--- src/verilog/ees_params.svh ---
// offsets, field positions, reset values and counts for the stop block
`ifndef EES_PARAMS_SVH
`define EES_PARAMS_SVH
// register byte offsets
`define EES_CMD_OFS       8'h00
`define EES_EXT_STS_OFS   8'h04
`define EES_ERR_CAUSE_OFS 8'h08
`define EES_IRQ_MASK_OFS  8'h0C
`define EES_AXIS_BASE     8'h20
`define EES_AXIS_STRIDE   8'h08
`define EES_ENV1_OFS      8'h04
// field positions
`define EES_LINE_EN_BIT   24
`define EES_AUTO_OUT_BIT  25
`define EES_STOP_MTH_BIT  19
`define EES_LINE_STS_BIT  6
`define EES_EMG_STS_BIT   7
`define EES_LINE_ERR_BIT  8
`define EES_EMG_ERR_BIT   9
// command codes
`define EES_CMD_EMG       8'h05
`define EES_CMD_SIM_STOP  8'h07
`define EES_CMD_AXIS_STOP 8'h49
// reset values
`define EES_MODE_RST      32'h0000_0000
`define EES_ENV1_RST      32'h0000_0000
`define EES_MASK_RST      32'h0000_0000
// one-shot length in reference clocks
`define EES_PULSE_CYCLES  4'h8
`endif

--- src/verilog/ees_pkg.sv ---
// types shared by the stop block
package ees_pkg;
  // one-shot driver states
  typedef enum logic [1:0] {
    PS_IDLE  = 2'b01,
    PS_DRIVE = 2'b10
  } ees_pulse_state_type;
  // axi response codes
  typedef enum logic [1:0] {
    RESP_OKAY   = 2'b00,
    RESP_SLVERR = 2'b10
  } ees_resp_type;
endpackage

--- src/verilog/ees_top.sv ---
// external and emergency stop control with an axi4-lite register slave
// Functional notes
// stop line honoured only with enable bit 24
// stop method bit 19 picks immediate/decel
// constant-speed axes always stop immediately
// stop line is active low, fixed
// stop line shared, driven and received
// simultaneous-stop command drives 8-clock low pulse
// error stop with bit 25 drives pulse
// external drivers hold line low 4 clocks
// per-axis stop command leaves line alone
// line level in extension status bit 6
// line stop sets error cause bit 8
// emergency input or command 05h stops all
// no axis runs while emergency low
// emergency stop raises the interrupt
// emergency level in extension status bit 7
// emergency stop sets error cause bit 9
// emergency input is active low, fixed
// software re-homes after emergency stop
// line driven only low, else released
`timescale 1ns/10ps
`include "ees_params.svh"
module ees_top #(
  parameter int NUM_AXES = 4
) (
  // clock and reset
  input  wire logic                aclk,
  input  wire logic                aresetn,
  // axi4-lite write address and data
  input  wire logic [7:0]          s_axi_awaddr,
  input  wire logic                s_axi_awvalid,
  output logic                     s_axi_awready,
  input  wire logic [31:0]         s_axi_wdata,
  input  wire logic [3:0]          s_axi_wstrb,
  input  wire logic                s_axi_wvalid,
  output logic                     s_axi_wready,
  // axi4-lite write response
  output logic [1:0]               s_axi_bresp,
  output logic                     s_axi_bvalid,
  input  wire logic                s_axi_bready,
  // axi4-lite read
  input  wire logic [7:0]          s_axi_araddr,
  input  wire logic                s_axi_arvalid,
  output logic                     s_axi_arready,
  output logic [31:0]              s_axi_rdata,
  output logic [1:0]               s_axi_rresp,
  output logic                     s_axi_rvalid,
  input  wire logic                s_axi_rready,
  // shared stop line pin, open drain
  input  wire logic                shared_stop_line_i,
  output logic                     shared_stop_line_o,
  output logic                     shared_stop_line_oe,
  // emergency input pin
  input  wire logic                emergency_input_n,
  // axis side
  input  wire logic [NUM_AXES-1:0] axis_running,
  input  wire logic [NUM_AXES-1:0] axis_high_speed,
  input  wire logic [NUM_AXES-1:0] axis_error_stop,
  output logic [NUM_AXES-1:0]      stop_immediate,
  output logic [NUM_AXES-1:0]      stop_decel,
  output logic                     start_inhibit,
  // interrupt
  output logic                     irq
);

  // register storage
  logic [31:0] mode_reg [NUM_AXES];   // axis_operation_mode
  logic [31:0] env1_reg [NUM_AXES];   // environment_setting_one
  logic [31:0] err_reg;               // error_cause, sticky
  logic [31:0] mask_reg;              // interrupt mask
  // write channel holding
  logic [7:0]  aw_addr_reg;
  logic        aw_full_reg;
  logic [31:0] w_data_reg;
  logic [3:0]  w_strb_reg;
  logic        w_full_reg;
  logic        wr_fire;
  logic [31:0] wmask;
  // read decode
  logic [31:0] rd_data;
  logic        rd_ok;
  logic        rd_fire;
  // command strobes
  logic        cmd_wr;
  logic        cmd_sim_stop;
  logic        cmd_emg;
  logic        cmd_axis_stop;
  // pin synchronisers and filtered levels
  logic        line_s1, line_s2, line_s3;
  logic        emg_s1, emg_s2, emg_s3;
  logic        line_lvl_reg;          // filtered pin level
  logic        emg_lvl_reg;
  logic        line_act_reg;          // asserted, i.e. low
  logic        emg_act_reg;
  logic        line_rise;
  logic        emg_event;
  // per-axis triggers
  logic [NUM_AXES-1:0] line_trig;
  logic [NUM_AXES-1:0] auto_req;
  // one-shot driver
  ees_pkg::ees_pulse_state_type ps_reg;
  logic [3:0]  pulse_cnt_reg;
  logic        pulse_req;

  // write happens once address and data are both held
  assign wr_fire = aw_full_reg && w_full_reg && !s_axi_bvalid;
  assign wmask = {{8{w_strb_reg[3]}}, {8{w_strb_reg[2]}},
                  {8{w_strb_reg[1]}}, {8{w_strb_reg[0]}}};
  assign rd_fire = s_axi_arvalid && s_axi_arready;

  // write address channel, taken independently of data
  always_ff @(posedge aclk)
  begin
    if (!aresetn)
    begin
      aw_full_reg   <= 1'b0;
      aw_addr_reg   <= 8'h00;
      s_axi_awready <= 1'b0;
    end
    else if (s_axi_awvalid && s_axi_awready)
    begin
      aw_full_reg   <= 1'b1;
      aw_addr_reg   <= s_axi_awaddr;
      s_axi_awready <= 1'b0;
    end
    else if (wr_fire)
    begin
      aw_full_reg <= 1'b0;
    end
    else
    begin
      // ready returns only when the holding slot is free
      s_axi_awready <= !aw_full_reg;
    end
  end

  // write data channel
  always_ff @(posedge aclk)
  begin
    if (!aresetn)
    begin
      w_full_reg   <= 1'b0;
      w_data_reg   <= 32'h0000_0000;
      w_strb_reg   <= 4'h0;
      s_axi_wready <= 1'b0;
    end
    else if (s_axi_wvalid && s_axi_wready)
    begin
      w_full_reg   <= 1'b1;
      w_data_reg   <= s_axi_wdata;
      w_strb_reg   <= s_axi_wstrb;
      s_axi_wready <= 1'b0;
    end
    else if (wr_fire)
    begin
      w_full_reg <= 1'b0;
    end
    else
    begin
      s_axi_wready <= !w_full_reg;
    end
  end

  // write response; unmapped addresses answer slverr
  always_ff @(posedge aclk)
  begin
    if (!aresetn)
    begin
      s_axi_bvalid <= 1'b0;
      s_axi_bresp  <= ees_pkg::RESP_OKAY;
    end
    else if (wr_fire)
    begin
      s_axi_bvalid <= 1'b1;
      s_axi_bresp  <= ees_pkg::RESP_SLVERR;
      if (aw_addr_reg == `EES_CMD_OFS ||
          aw_addr_reg == `EES_IRQ_MASK_OFS ||
          aw_addr_reg == `EES_EXT_STS_OFS ||
          aw_addr_reg == `EES_ERR_CAUSE_OFS)
        s_axi_bresp <= ees_pkg::RESP_OKAY;
      for (int i = 0; i < NUM_AXES; i++)
      begin
        if (aw_addr_reg == 8'(`EES_AXIS_BASE + `EES_AXIS_STRIDE * i) ||
            aw_addr_reg == 8'(`EES_AXIS_BASE + `EES_AXIS_STRIDE * i
                              + `EES_ENV1_OFS))
          s_axi_bresp <= ees_pkg::RESP_OKAY;
      end
    end
    else if (s_axi_bready)
    begin
      s_axi_bvalid <= 1'b0;
    end
  end

  // command register: write-only strobes, code in byte 0, axes in byte 1
  assign cmd_wr = wr_fire && aw_addr_reg == `EES_CMD_OFS && w_strb_reg[0];
  assign cmd_sim_stop  = cmd_wr && w_data_reg[7:0] == `EES_CMD_SIM_STOP;
  assign cmd_emg       = cmd_wr && w_data_reg[7:0] == `EES_CMD_EMG;
  assign cmd_axis_stop = cmd_wr && w_data_reg[7:0] == `EES_CMD_AXIS_STOP;

  // interrupt mask register
  always_ff @(posedge aclk)
  begin
    if (!aresetn)
      mask_reg <= `EES_MASK_RST;
    else if (wr_fire && aw_addr_reg == `EES_IRQ_MASK_OFS)
      mask_reg <= (mask_reg & ~wmask) | (w_data_reg & wmask);
  end

  // read data mux, looked up straight from the address
  always_comb
  begin
    rd_data = 32'h0000_0000;
    rd_ok   = 1'b0;
    case (s_axi_araddr)
      `EES_CMD_OFS:
        rd_ok = 1'b1;
      `EES_EXT_STS_OFS:
      begin
        rd_ok = 1'b1;
        rd_data[`EES_LINE_STS_BIT] = line_act_reg;
        rd_data[`EES_EMG_STS_BIT]  = emg_act_reg;
      end
      `EES_ERR_CAUSE_OFS:
      begin
        rd_ok   = 1'b1;
        rd_data = err_reg;
      end
      `EES_IRQ_MASK_OFS:
      begin
        rd_ok   = 1'b1;
        rd_data = mask_reg;
      end
      default:
      begin
        // axis registers are write-only and read back as zero
        for (int i = 0; i < NUM_AXES; i++)
        begin
          if (s_axi_araddr == 8'(`EES_AXIS_BASE + `EES_AXIS_STRIDE * i) ||
              s_axi_araddr == 8'(`EES_AXIS_BASE + `EES_AXIS_STRIDE * i
                                 + `EES_ENV1_OFS))
            rd_ok = 1'b1;
        end
      end
    endcase
  end

  // read channel: one read in flight, data registered at acceptance
  always_ff @(posedge aclk)
  begin
    if (!aresetn)
    begin
      s_axi_arready <= 1'b0;
      s_axi_rvalid  <= 1'b0;
      s_axi_rdata   <= 32'h0000_0000;
      s_axi_rresp   <= ees_pkg::RESP_OKAY;
    end
    else if (rd_fire)
    begin
      s_axi_arready <= 1'b0;
      s_axi_rvalid  <= 1'b1;
      s_axi_rdata   <= rd_data;
      s_axi_rresp   <= rd_ok ? ees_pkg::RESP_OKAY : ees_pkg::RESP_SLVERR;
    end
    else if (s_axi_rvalid && s_axi_rready)
    begin
      s_axi_rvalid  <= 1'b0;
      s_axi_arready <= 1'b1;
    end
    else if (!s_axi_rvalid)
    begin
      s_axi_arready <= 1'b1;
    end
  end

  // pin synchronisers; a level only changes once stages two and three
  // agree, which also drops single-clock glitches on the shared wire
  always_ff @(posedge aclk)
  begin
    if (!aresetn)
    begin
      {line_s1, line_s2, line_s3} <= 3'b111;
      {emg_s1, emg_s2, emg_s3}    <= 3'b111;
      line_lvl_reg <= 1'b1;
      emg_lvl_reg  <= 1'b1;
    end
    else
    begin
      line_s1 <= shared_stop_line_i;
      line_s2 <= line_s1;
      line_s3 <= line_s2;
      emg_s1  <= emergency_input_n;
      emg_s2  <= emg_s1;
      emg_s3  <= emg_s2;
      if (line_s2 == line_s3)
        line_lvl_reg <= line_s3;
      if (emg_s2 == emg_s3)
        emg_lvl_reg <= emg_s3;
    end
  end

  // asserted flags; polarity is fixed active low with no invert option
  always_ff @(posedge aclk)
  begin
    if (!aresetn)
    begin
      line_act_reg <= 1'b0;
      emg_act_reg  <= 1'b0;
    end
    else
    begin
      line_act_reg <= !line_lvl_reg;
      emg_act_reg  <= !emg_lvl_reg;
    end
  end

  // edge events; our own pulse returns here too and stops local axes
  assign line_rise = !line_lvl_reg && !line_act_reg;
  assign emg_event = (!emg_lvl_reg && !emg_act_reg) || cmd_emg;

  // per-axis configuration, stop requests and triggers
  genvar g;
  generate
    for (g = 0; g < NUM_AXES; g++)
    begin : axis_gen
      localparam logic [7:0] MODE_ADDR =
        8'(`EES_AXIS_BASE + `EES_AXIS_STRIDE * g);
      localparam logic [7:0] ENV1_ADDR = 8'(MODE_ADDR + `EES_ENV1_OFS);

      // configuration registers
      always_ff @(posedge aclk)
      begin
        if (!aresetn)
        begin
          mode_reg[g] <= `EES_MODE_RST;
          env1_reg[g] <= `EES_ENV1_RST;
        end
        else if (wr_fire && aw_addr_reg == MODE_ADDR)
          mode_reg[g] <= (mode_reg[g] & ~wmask) | (w_data_reg & wmask);
        else if (wr_fire && aw_addr_reg == ENV1_ADDR)
          env1_reg[g] <= (env1_reg[g] & ~wmask) | (w_data_reg & wmask);
      end

      // line stop only for enabled, running axes
      assign line_trig[g] = line_rise && axis_running[g]
                            && mode_reg[g][`EES_LINE_EN_BIT];
      assign auto_req[g]  = axis_error_stop[g]
                            && mode_reg[g][`EES_AUTO_OUT_BIT];

      // stop outputs, one-cycle pulses except immediate held on running axes while an emergency is active; an emergency wins over decel
      always_ff @(posedge aclk)
      begin
        if (!aresetn)
        begin
          stop_immediate[g] <= 1'b0;
          stop_decel[g]     <= 1'b0;
        end
        else
        begin
          stop_immediate[g] <=
            emg_event
            || (emg_act_reg && axis_running[g])
            || (cmd_axis_stop && w_strb_reg[1]
                && w_data_reg[8 + g])
            || (line_trig[g] && (!env1_reg[g][`EES_STOP_MTH_BIT]
                || !axis_high_speed[g]));
          stop_decel[g] <= line_trig[g] && !emg_event
            && !emg_act_reg && axis_high_speed[g]
            && env1_reg[g][`EES_STOP_MTH_BIT];
        end
      end

      a_line_stops: assert property (
        @(posedge aclk) disable iff (!aresetn)
        line_trig[g] |=> stop_immediate[g] || stop_decel[g])
        else $error("enabled axis missed a stop line event");
      a_const_speed: assert property (
        @(posedge aclk) disable iff (!aresetn)
        line_trig[g] && !axis_high_speed[g] |=> stop_immediate[g]
        && !stop_decel[g])
        else $error("constant speed axis did not stop at once");
      a_decel_pick: assert property (
        @(posedge aclk) disable iff (!aresetn)
        stop_decel[g] |-> $past(mode_reg[g][`EES_LINE_EN_BIT])
        && $past(env1_reg[g][`EES_STOP_MTH_BIT]))
        else $error("deceleration stop without its settings");
    end
  endgenerate

  // one-shot driver: a request while driving is absorbed, not stretched
  assign pulse_req = cmd_sim_stop || (|auto_req);
  always_ff @(posedge aclk)
  begin
    if (!aresetn)
    begin
      ps_reg        <= ees_pkg::PS_IDLE;
      pulse_cnt_reg <= 4'h0;
    end
    else
    begin
      case (ps_reg)
        ees_pkg::PS_IDLE:
          if (pulse_req)
          begin
            ps_reg        <= ees_pkg::PS_DRIVE;
            pulse_cnt_reg <= `EES_PULSE_CYCLES - 4'h1;
          end
        ees_pkg::PS_DRIVE:
          if (pulse_cnt_reg == 4'h0)
            ps_reg <= ees_pkg::PS_IDLE;
          else
            pulse_cnt_reg <= pulse_cnt_reg - 4'h1;
        default:
          ps_reg <= ees_pkg::PS_IDLE;
      endcase
    end
  end

  // pin drive: output data held low, only the enable toggles
  always_ff @(posedge aclk)
  begin
    if (!aresetn)
    begin
      shared_stop_line_o  <= 1'b0;
      shared_stop_line_oe <= 1'b0;
    end
    else
    begin
      shared_stop_line_o  <= 1'b0;
      shared_stop_line_oe <= (ps_reg == ees_pkg::PS_IDLE && pulse_req)
        || (ps_reg == ees_pkg::PS_DRIVE
            && pulse_cnt_reg != 4'h0);
    end
  end

  // error cause: set wins over the clear that a read performs
  always_ff @(posedge aclk)
  begin
    if (!aresetn)
      err_reg <= 32'h0000_0000;
    else
    begin
      if (rd_fire && s_axi_araddr == `EES_ERR_CAUSE_OFS)
        err_reg <= 32'h0000_0000;
      if (|line_trig)
        err_reg[`EES_LINE_ERR_BIT] <= 1'b1;
      if (emg_event)
        err_reg[`EES_EMG_ERR_BIT] <= 1'b1;
    end
  end

  // interrupt level and start inhibit
  always_ff @(posedge aclk)
  begin
    if (!aresetn)
    begin
      irq           <= 1'b0;
      start_inhibit <= 1'b0;
    end
    else
    begin
      irq           <= |(err_reg & mask_reg);
      start_inhibit <= emg_act_reg;
    end
  end

  a_pulse_len: assert property (
    @(posedge aclk) disable iff (!aresetn)
    $rose(shared_stop_line_oe) |-> shared_stop_line_oe[*8]
    ##1 !shared_stop_line_oe)
    else $error("stop line pulse is not eight clocks");
  a_cmd_drives: assert property (
    @(posedge aclk) disable iff (!aresetn)
    cmd_sim_stop && ps_reg == ees_pkg::PS_IDLE |=> shared_stop_line_oe)
    else $error("simultaneous stop did not drive the line");
  a_auto_drive: assert property (
    @(posedge aclk) disable iff (!aresetn)
    (|auto_req) && ps_reg == ees_pkg::PS_IDLE |=> shared_stop_line_oe)
    else $error("error stop did not drive the line");
  a_drive_low: assert property (
    @(posedge aclk) disable iff (!aresetn)
    !shared_stop_line_o)
    else $error("stop line driven high");
  a_axis_quiet: assert property (
    @(posedge aclk) disable iff (!aresetn)
    cmd_axis_stop && ps_reg == ees_pkg::PS_IDLE && !(|auto_req)
    |=> !shared_stop_line_oe)
    else $error("axis stop command drove the line");
  a_line_status: assert property (
    @(posedge aclk) disable iff (!aresetn)
    !line_s2 && !line_s3 |=> ##1 line_act_reg)
    else $error("line status missed a low level");
  a_line_cause: assert property (
    @(posedge aclk) disable iff (!aresetn)
    (|line_trig) |=> err_reg[`EES_LINE_ERR_BIT])
    else $error("line stop cause not recorded");
  a_emg_all: assert property (
    @(posedge aclk) disable iff (!aresetn)
    emg_event |=> &stop_immediate)
    else $error("emergency did not stop every axis");
  a_emg_cause: assert property (
    @(posedge aclk) disable iff (!aresetn)
    emg_event |=> err_reg[`EES_EMG_ERR_BIT])
    else $error("emergency cause not recorded");
  a_emg_inhibit: assert property (
    @(posedge aclk) disable iff (!aresetn)
    emg_act_reg |=> start_inhibit)
    else $error("start not inhibited during emergency");
  a_emg_irq: assert property (
    @(posedge aclk) disable iff (!aresetn)
    emg_event && mask_reg[`EES_EMG_ERR_BIT] |=> ##1 irq)
    else $error("emergency interrupt missing");
  a_emg_status: assert property (
    @(posedge aclk) disable iff (!aresetn)
    !emg_lvl_reg |=> emg_act_reg)
    else $error("emergency status not reported");

endmodule // ees_top

--- config.mk ---
export PLATFORM = sky130hd
export DESIGN_NAME = ees_top
export DESIGN_NICKNAME = d
export VERILOG_FILES = /design/src/verilog/ees_pkg.sv /design/src/verilog/ees_top.sv
export VERILOG_INCLUDE_DIRS = /design/src /design/src/verilog
export SDC_FILE = /design/constraint.sdc
export NUM_CORES = 1
export LEC_CHECK = 0
export ABC_AREA = 1
export BUFFER_PORTS_ARGS = -buffer_cell sky130_fd_sc_hd__buf_2
export CORE_AREA = 2 2 134 123
export CTS_CLUSTER_SIZE = 12
export DETAILED_ROUTE_END_ITERATION = 6
export DIE_AREA = 0 0 136 125
export PLACE_DENSITY = 0.66
export SLEW_MARGIN = 20
export SYNTH_ARGS = -nofsm -noshare
export SYNTH_HDL_FRONTEND = slang
export SYNTH_SLANG_ARGS = --single-unit
export TNS_END_PERCENT = 5
--- constraint.sdc ---
create_clock -name aclk -period 1.3 [get_ports aclk]
set_input_delay 0.195 -clock aclk [delete_from_list [all_inputs] [get_ports aclk]]
set_output_delay 0.195 -clock aclk [all_outputs]
set_load 0.01 [all_outputs]
# Word level (Yosys, flattened, before mapping)
# Memories as Yosys holds them, arrays and structs flattened.
# Index checks and enable logic that the tools add are counted.
[totals] ff_bits=148 mem_bits_rw=256 in_bits=73 out_inout_bits=53 wordCells=306 mem_count=2
[mem_list] name="env1_reg" depth=4 word_bits=32 rd=4 rd_ports_with_merged_regs=0 wr=4 line="ees_top.sv:69" text="logic [31:0] env1_reg [NUM_AXES];"
[mem_list] name="mode_reg" depth=4 word_bits=32 rd=4 rd_ports_with_merged_regs=0 wr=4 line="ees_top.sv:68" text="logic [31:0] mode_reg [NUM_AXES];"
[classes] addsub=1 n_eq_ne=33 n_mux=69 n_bitwise=30 reduce_logical=132
[ops] cell="$and A32 B32 Y32" count=10
[ops] cell="$or A32 B32 Y32" count=9
[ops] cell="$mux W32" count=8
[ops] cell="$eq A8 B6 Y1 const B" count=16
[ops] cell="$logic_and A1 B1 Y1" count=66
[ops] cell="$pmux W24 S2" count=1
[ops] cell="$mux W1" count=45
[ops] cell="$and A10 B32 Y32" count=1
[ops] cell="$eq A8 B3 Y1 const B" count=4
[ops] cell="$eq A8 B4 Y1 const B" count=4
[ops] cell="$not A32 Y32" count=1
[ops] cell="$reduce_or A32 Y1" count=1
[ops] cell="$logic_or A1 B1 Y1" count=30
[ops] cell="$logic_not A1 Y1" count=16
[ops] cell="$logic_not A8 Y1" count=2
[ops] cell="$mux W2" count=8
[ops] cell="$reduce_bool A2 Y1" count=7
[ops] cell="$reduce_or A4 Y1" count=3
[ops] cell="$mux W10" count=1
[ops] cell="$eq A8 B7 Y1 const B" count=1
[ops] cell="$mux W4" count=2
[ops] cell="$or A1 B1 Y1" count=8
[ops] cell="$pmux W2 S2" count=2
[ops] cell="$pmux W4 S2" count=1
[ops] cell="other kinds (13)" count=18

# Depth between registers and ports, before layout
[logic_depth] depth_word=11 mapped_depth=9 depth_no_buf=9

# Least setup slack after synthesis
# OpenSTA, ideal clock, no wires.
[synth_path] path_kind="register -> register" start="reg aw_addr_reg[0]" end="reg (tool-made name)" setup_ns=0.119 arrival_ns=1.253 t_required_ns=1.181 setup_slack_ns=-0.073 stages_incl_launch_ff=8 path_buffers=1 period_less_slack_ns=1.373 path_cell_list="dfxtp_1 -> nor2_2 -> inv_2 -> nor3_4 -> nand3_2 -> buf_2 -> o21ai_0 -> a21oi_1"
[synth_lines] element="start, declared" line="ees_top.sv:73" text="logic [7:0] aw_addr_reg;"
[synth_lines] element="start signal, assigned" line="ees_top.sv:124" text="aw_addr_reg <= s_axi_awaddr;"

==> run_results.csv <==
group,metric,value,unit
die,initial_core_util,0.387,
synth,syn_inst,753,
timing,finClkSkew,7.87,ps
timing,fin_crit,1420,ps
pwr,power_leakage,3.45,nW
layout,final_cell_mix,"dfxtp_1, buf_2, nor2_1",
place,placed_cell_area,7260,sq um
detailed_routing,wire_per_inst,13.6,microns
synth,synthTopCellsByArea,"dfxtp_1, nor2_1, o21ai_0",
setup_path,reg2reg_slack,-120,ps
run_status,failed_checks,"negative setup slack",
synth,ys_ff_latch,158,
grt,grtUsageTotal,0.183,
setup_path,worstSetupPathType,"reg -> reg",
clock_network,insertion_delay,420,ps
place,globalplace.congestion,0.853,
pwr,combPwrFrac,0.099,
setup_path,r2r_cells,8,
clock_network,cts_sinks,158,
synth,ys_seq_area_frac,0.539,
layout,num_antenna_cells,0,
pwr,p_sw,2.76,mW
pwr,swShare,0.247,
clock_network,htreeDepth,4,
place,pre_cts_slack,-184,ps
die,ios,126,
die,fp.dieW,136,microns
setup_path,cp_max_fo,16,
pwr,p_int,8.40,mW
timing,fmax,0.706,GHz
die,dieArea,17000,sq um
detailed_routing,drc,0,
pwr,p_seq_frac,0.468,
timing,rsz0062_at_grt,"true",
clock_network,ctsLongestPathBuffers,2,
setup_path,slowest_delay,330,ps
setup_path,timing.rr.start,"aw_addr_reg[1]",
detailed_routing,vias,5420,
grt,grt_pass1_wl,24.6,mm
grt,grt_max_degree,60,
pwr,clkPwrFrac,0.433,
hold_path,hold_path_end,"w_data_reg[17]",
setup_path,cp-end-kind,"flop",
layout,fillers,1537,
detailed_routing,routed_via_density,4.80,
clock_network,clkTransAtPathRegs,60,ps
setup_path,worstPathRequired,1610,ps
grt,grt_pass1_vias,5072,
setup_path,path_cells,"nor2_4 -> inv_2 -> nor3_4 -> buf_4 -> nand3_2 -> buf_12 -> o21ai_0 -> a21oi_1",
run,cap_violations,0,
grt,antenna_found_initial,0,
detailed_routing,first_pass_iters,4,
layout,final_common_cell,"dfxtp_1",
timing,setup_viol,47,
synth,synth_top_area_frac,0.480,
die,die_h,125,microns
detailed_routing,antenna_left,0,
place,hpwl,11.0,mm
setup_path,cp_top_family,"simple AND/OR/NAND/NOR gates",
layout,multi_input_area,2540,sq um
layout,seq_area,3290,sq um
run_status,outcome,"complete, but fails checks",
pwr,ir_drop,0.924,mV
layout,drive_above_1_share,0.307,
clock_network,clock-root-buffer,"clkbuf_16",
timing,hold_violations,0,
setup_path,cpMaxStageDelayCell,"dfxtp_2",
setup_path,worst-path-buf-inv,3,
place,io_buffers,122,
layout,area_delta_synth_final,33.3,%
timing,finalCritPeriodShare,1.09,
synth,syn_area,6090,sq um
layout,final_area,8110,sq um
synth,ys_types,36,
synth,yosys_warnings,0,
detailed_routing,first_iter_violations,356,
grt,overflow,0,
timing,fin_ws,-116,ps
hold_path,hold_depth,3,
layout,final_util,0.515,
setup_path,cp.arrival,1730,ps
synth,yosysTopAreaCell,"dfxtp_1",
pwr,powerDensity,1380,nW/um^2
setup_path,critPathLaunchType,"flop",
layout,layout.nets,983,
clock_network,cts_inserted_buffers,17,
die,rows,44,
timing,drv_slew,0,
die,core-area,15700,sq um
clock_network,cts_tree,"yes",
hold_path,min_from,"s_axi_wdata[17]",
hold_path,hp-class,"in -> reg",
synth,avgSynthCellArea,8.09,sq um
detailed_routing,drt_wl_total,15.3,mm
## worst min-delay path, stage by stage
cell     delay (ps)
buf_2            70
o21ai_0          70
nor2_1           70
## power by group through the flow
| stage | Sequential [mW] | Clock [mW] | Combinational (mW) |
|---|---|---|---|
| floorplan | 5.31 | 0 | 0.587 |
| global placement | 5.31 | 0 | 1.01 |
| CTS | 5.21 | 4.92 | 1.06 |
| finish | 5.23 | 4.83 | 1.10 |
| global route | 5.25 | 5.12 | 1.24 |
| detailed placement | 5.31 | 0 | 1.02 |
## worst max path at each step
stage | from | endpoint | cells past startpoint
global placement | aw_addr_reg[1] | flop | 7
global route | aw_addr_reg[1] | flop | 8
floorplan | aw_addr_reg[6] | env1_reg[0][19] | 5
detailed placement | aw_addr_reg[1] | flop | 7
CTS | aw_addr_reg[1] | flop | 7
finish | aw_addr_reg[1] | flop | 8
## cell usage after synthesis
cell / n
dfxtp_1: 146
nor2_1: 116
o21ai_0: 85
nand2_1: 78
a21oi_1: 76
inv_1: 71
nand3_1: 47
o31ai_1: 28
clkbuf_1: 27
edfxtp_1: 12
nor3_1: 10
buf_2: 8
or2_2: 8
nand4_1: 5
nand3_2: 4
a31oi_1: 3
buf_1: 3
buf_4: 3
clkinv_1: 2
nand3b_1: 2
nor4_2: 2
o211ai_1: 2
o21ai_1: 2
a211oi_1: 1
a22o_1: 1
and2_2: 1
conb_1: 1
ha_1: 1
inv_2: 1
mux2_2: 1
nand2_2: 1
nand3_4: 1
nor2_2: 1
nor2_4: 1
nor3_4: 1
xor2_1: 1
## layer usage
| metal | GRT usage | part of all wire | vias to the layer above |
|---|---|---|---|
| met5 | 0 | 0 | - |
| met4 | 0.0588 | 0.018 | 0 |
| met3 | 0.0499 | 0.058 | 21 |
| met2 | 0.290 | 0.46 | 117 |
| met1 | 0.243 | 0.46 | 2459 |
| li1 | - | - | 2823 |
## cells by family after synthesis
family,share of synthesized area
compound gates,0.177
fa+ha+maj,0.00205
simple gates,0.204
other cells,0.000616
xor+xnor,0.00144
mux,0.00185
buf+inv,0.0744
flops,0.539
## repair_timing
action | in CTS | in global routing
resized for setup | 34 | 51
buffers inserted | 4 | 1
pin swaps | 4 | 3
cloned | 1 | 0
setup endpoints to repair | 61 | 98
hold endpoints to repair | 2 | 0
hold buffers | 2 | 0
## final cells by class
cell class / instances / share of cell area
flip-flops and latches: 158 / 0.406
multi-input cells: 482 / 0.314
repair buffers: 176 / 0.144
clock buffers: 19 / 0.0534
inverters: 74 / 0.0342
well taps: 207 / 0.0319
clock inverters: 13 / 0.0171
## per-stage QoR
step	instances	hold slack [ps]	setup TNS, ps	power [mW]
finish	1129	24.4	-2820	11.2
global route	1129	10.9	-7550	11.6
CTS	1128	10.3	-4870	11.2
detailed placement	1089	386	-6430	6.34
global placement	1089	391	-4740	6.32
floorplan	755	302	-955	5.89
No activity file was read; power rests on OpenSTA's default activity.
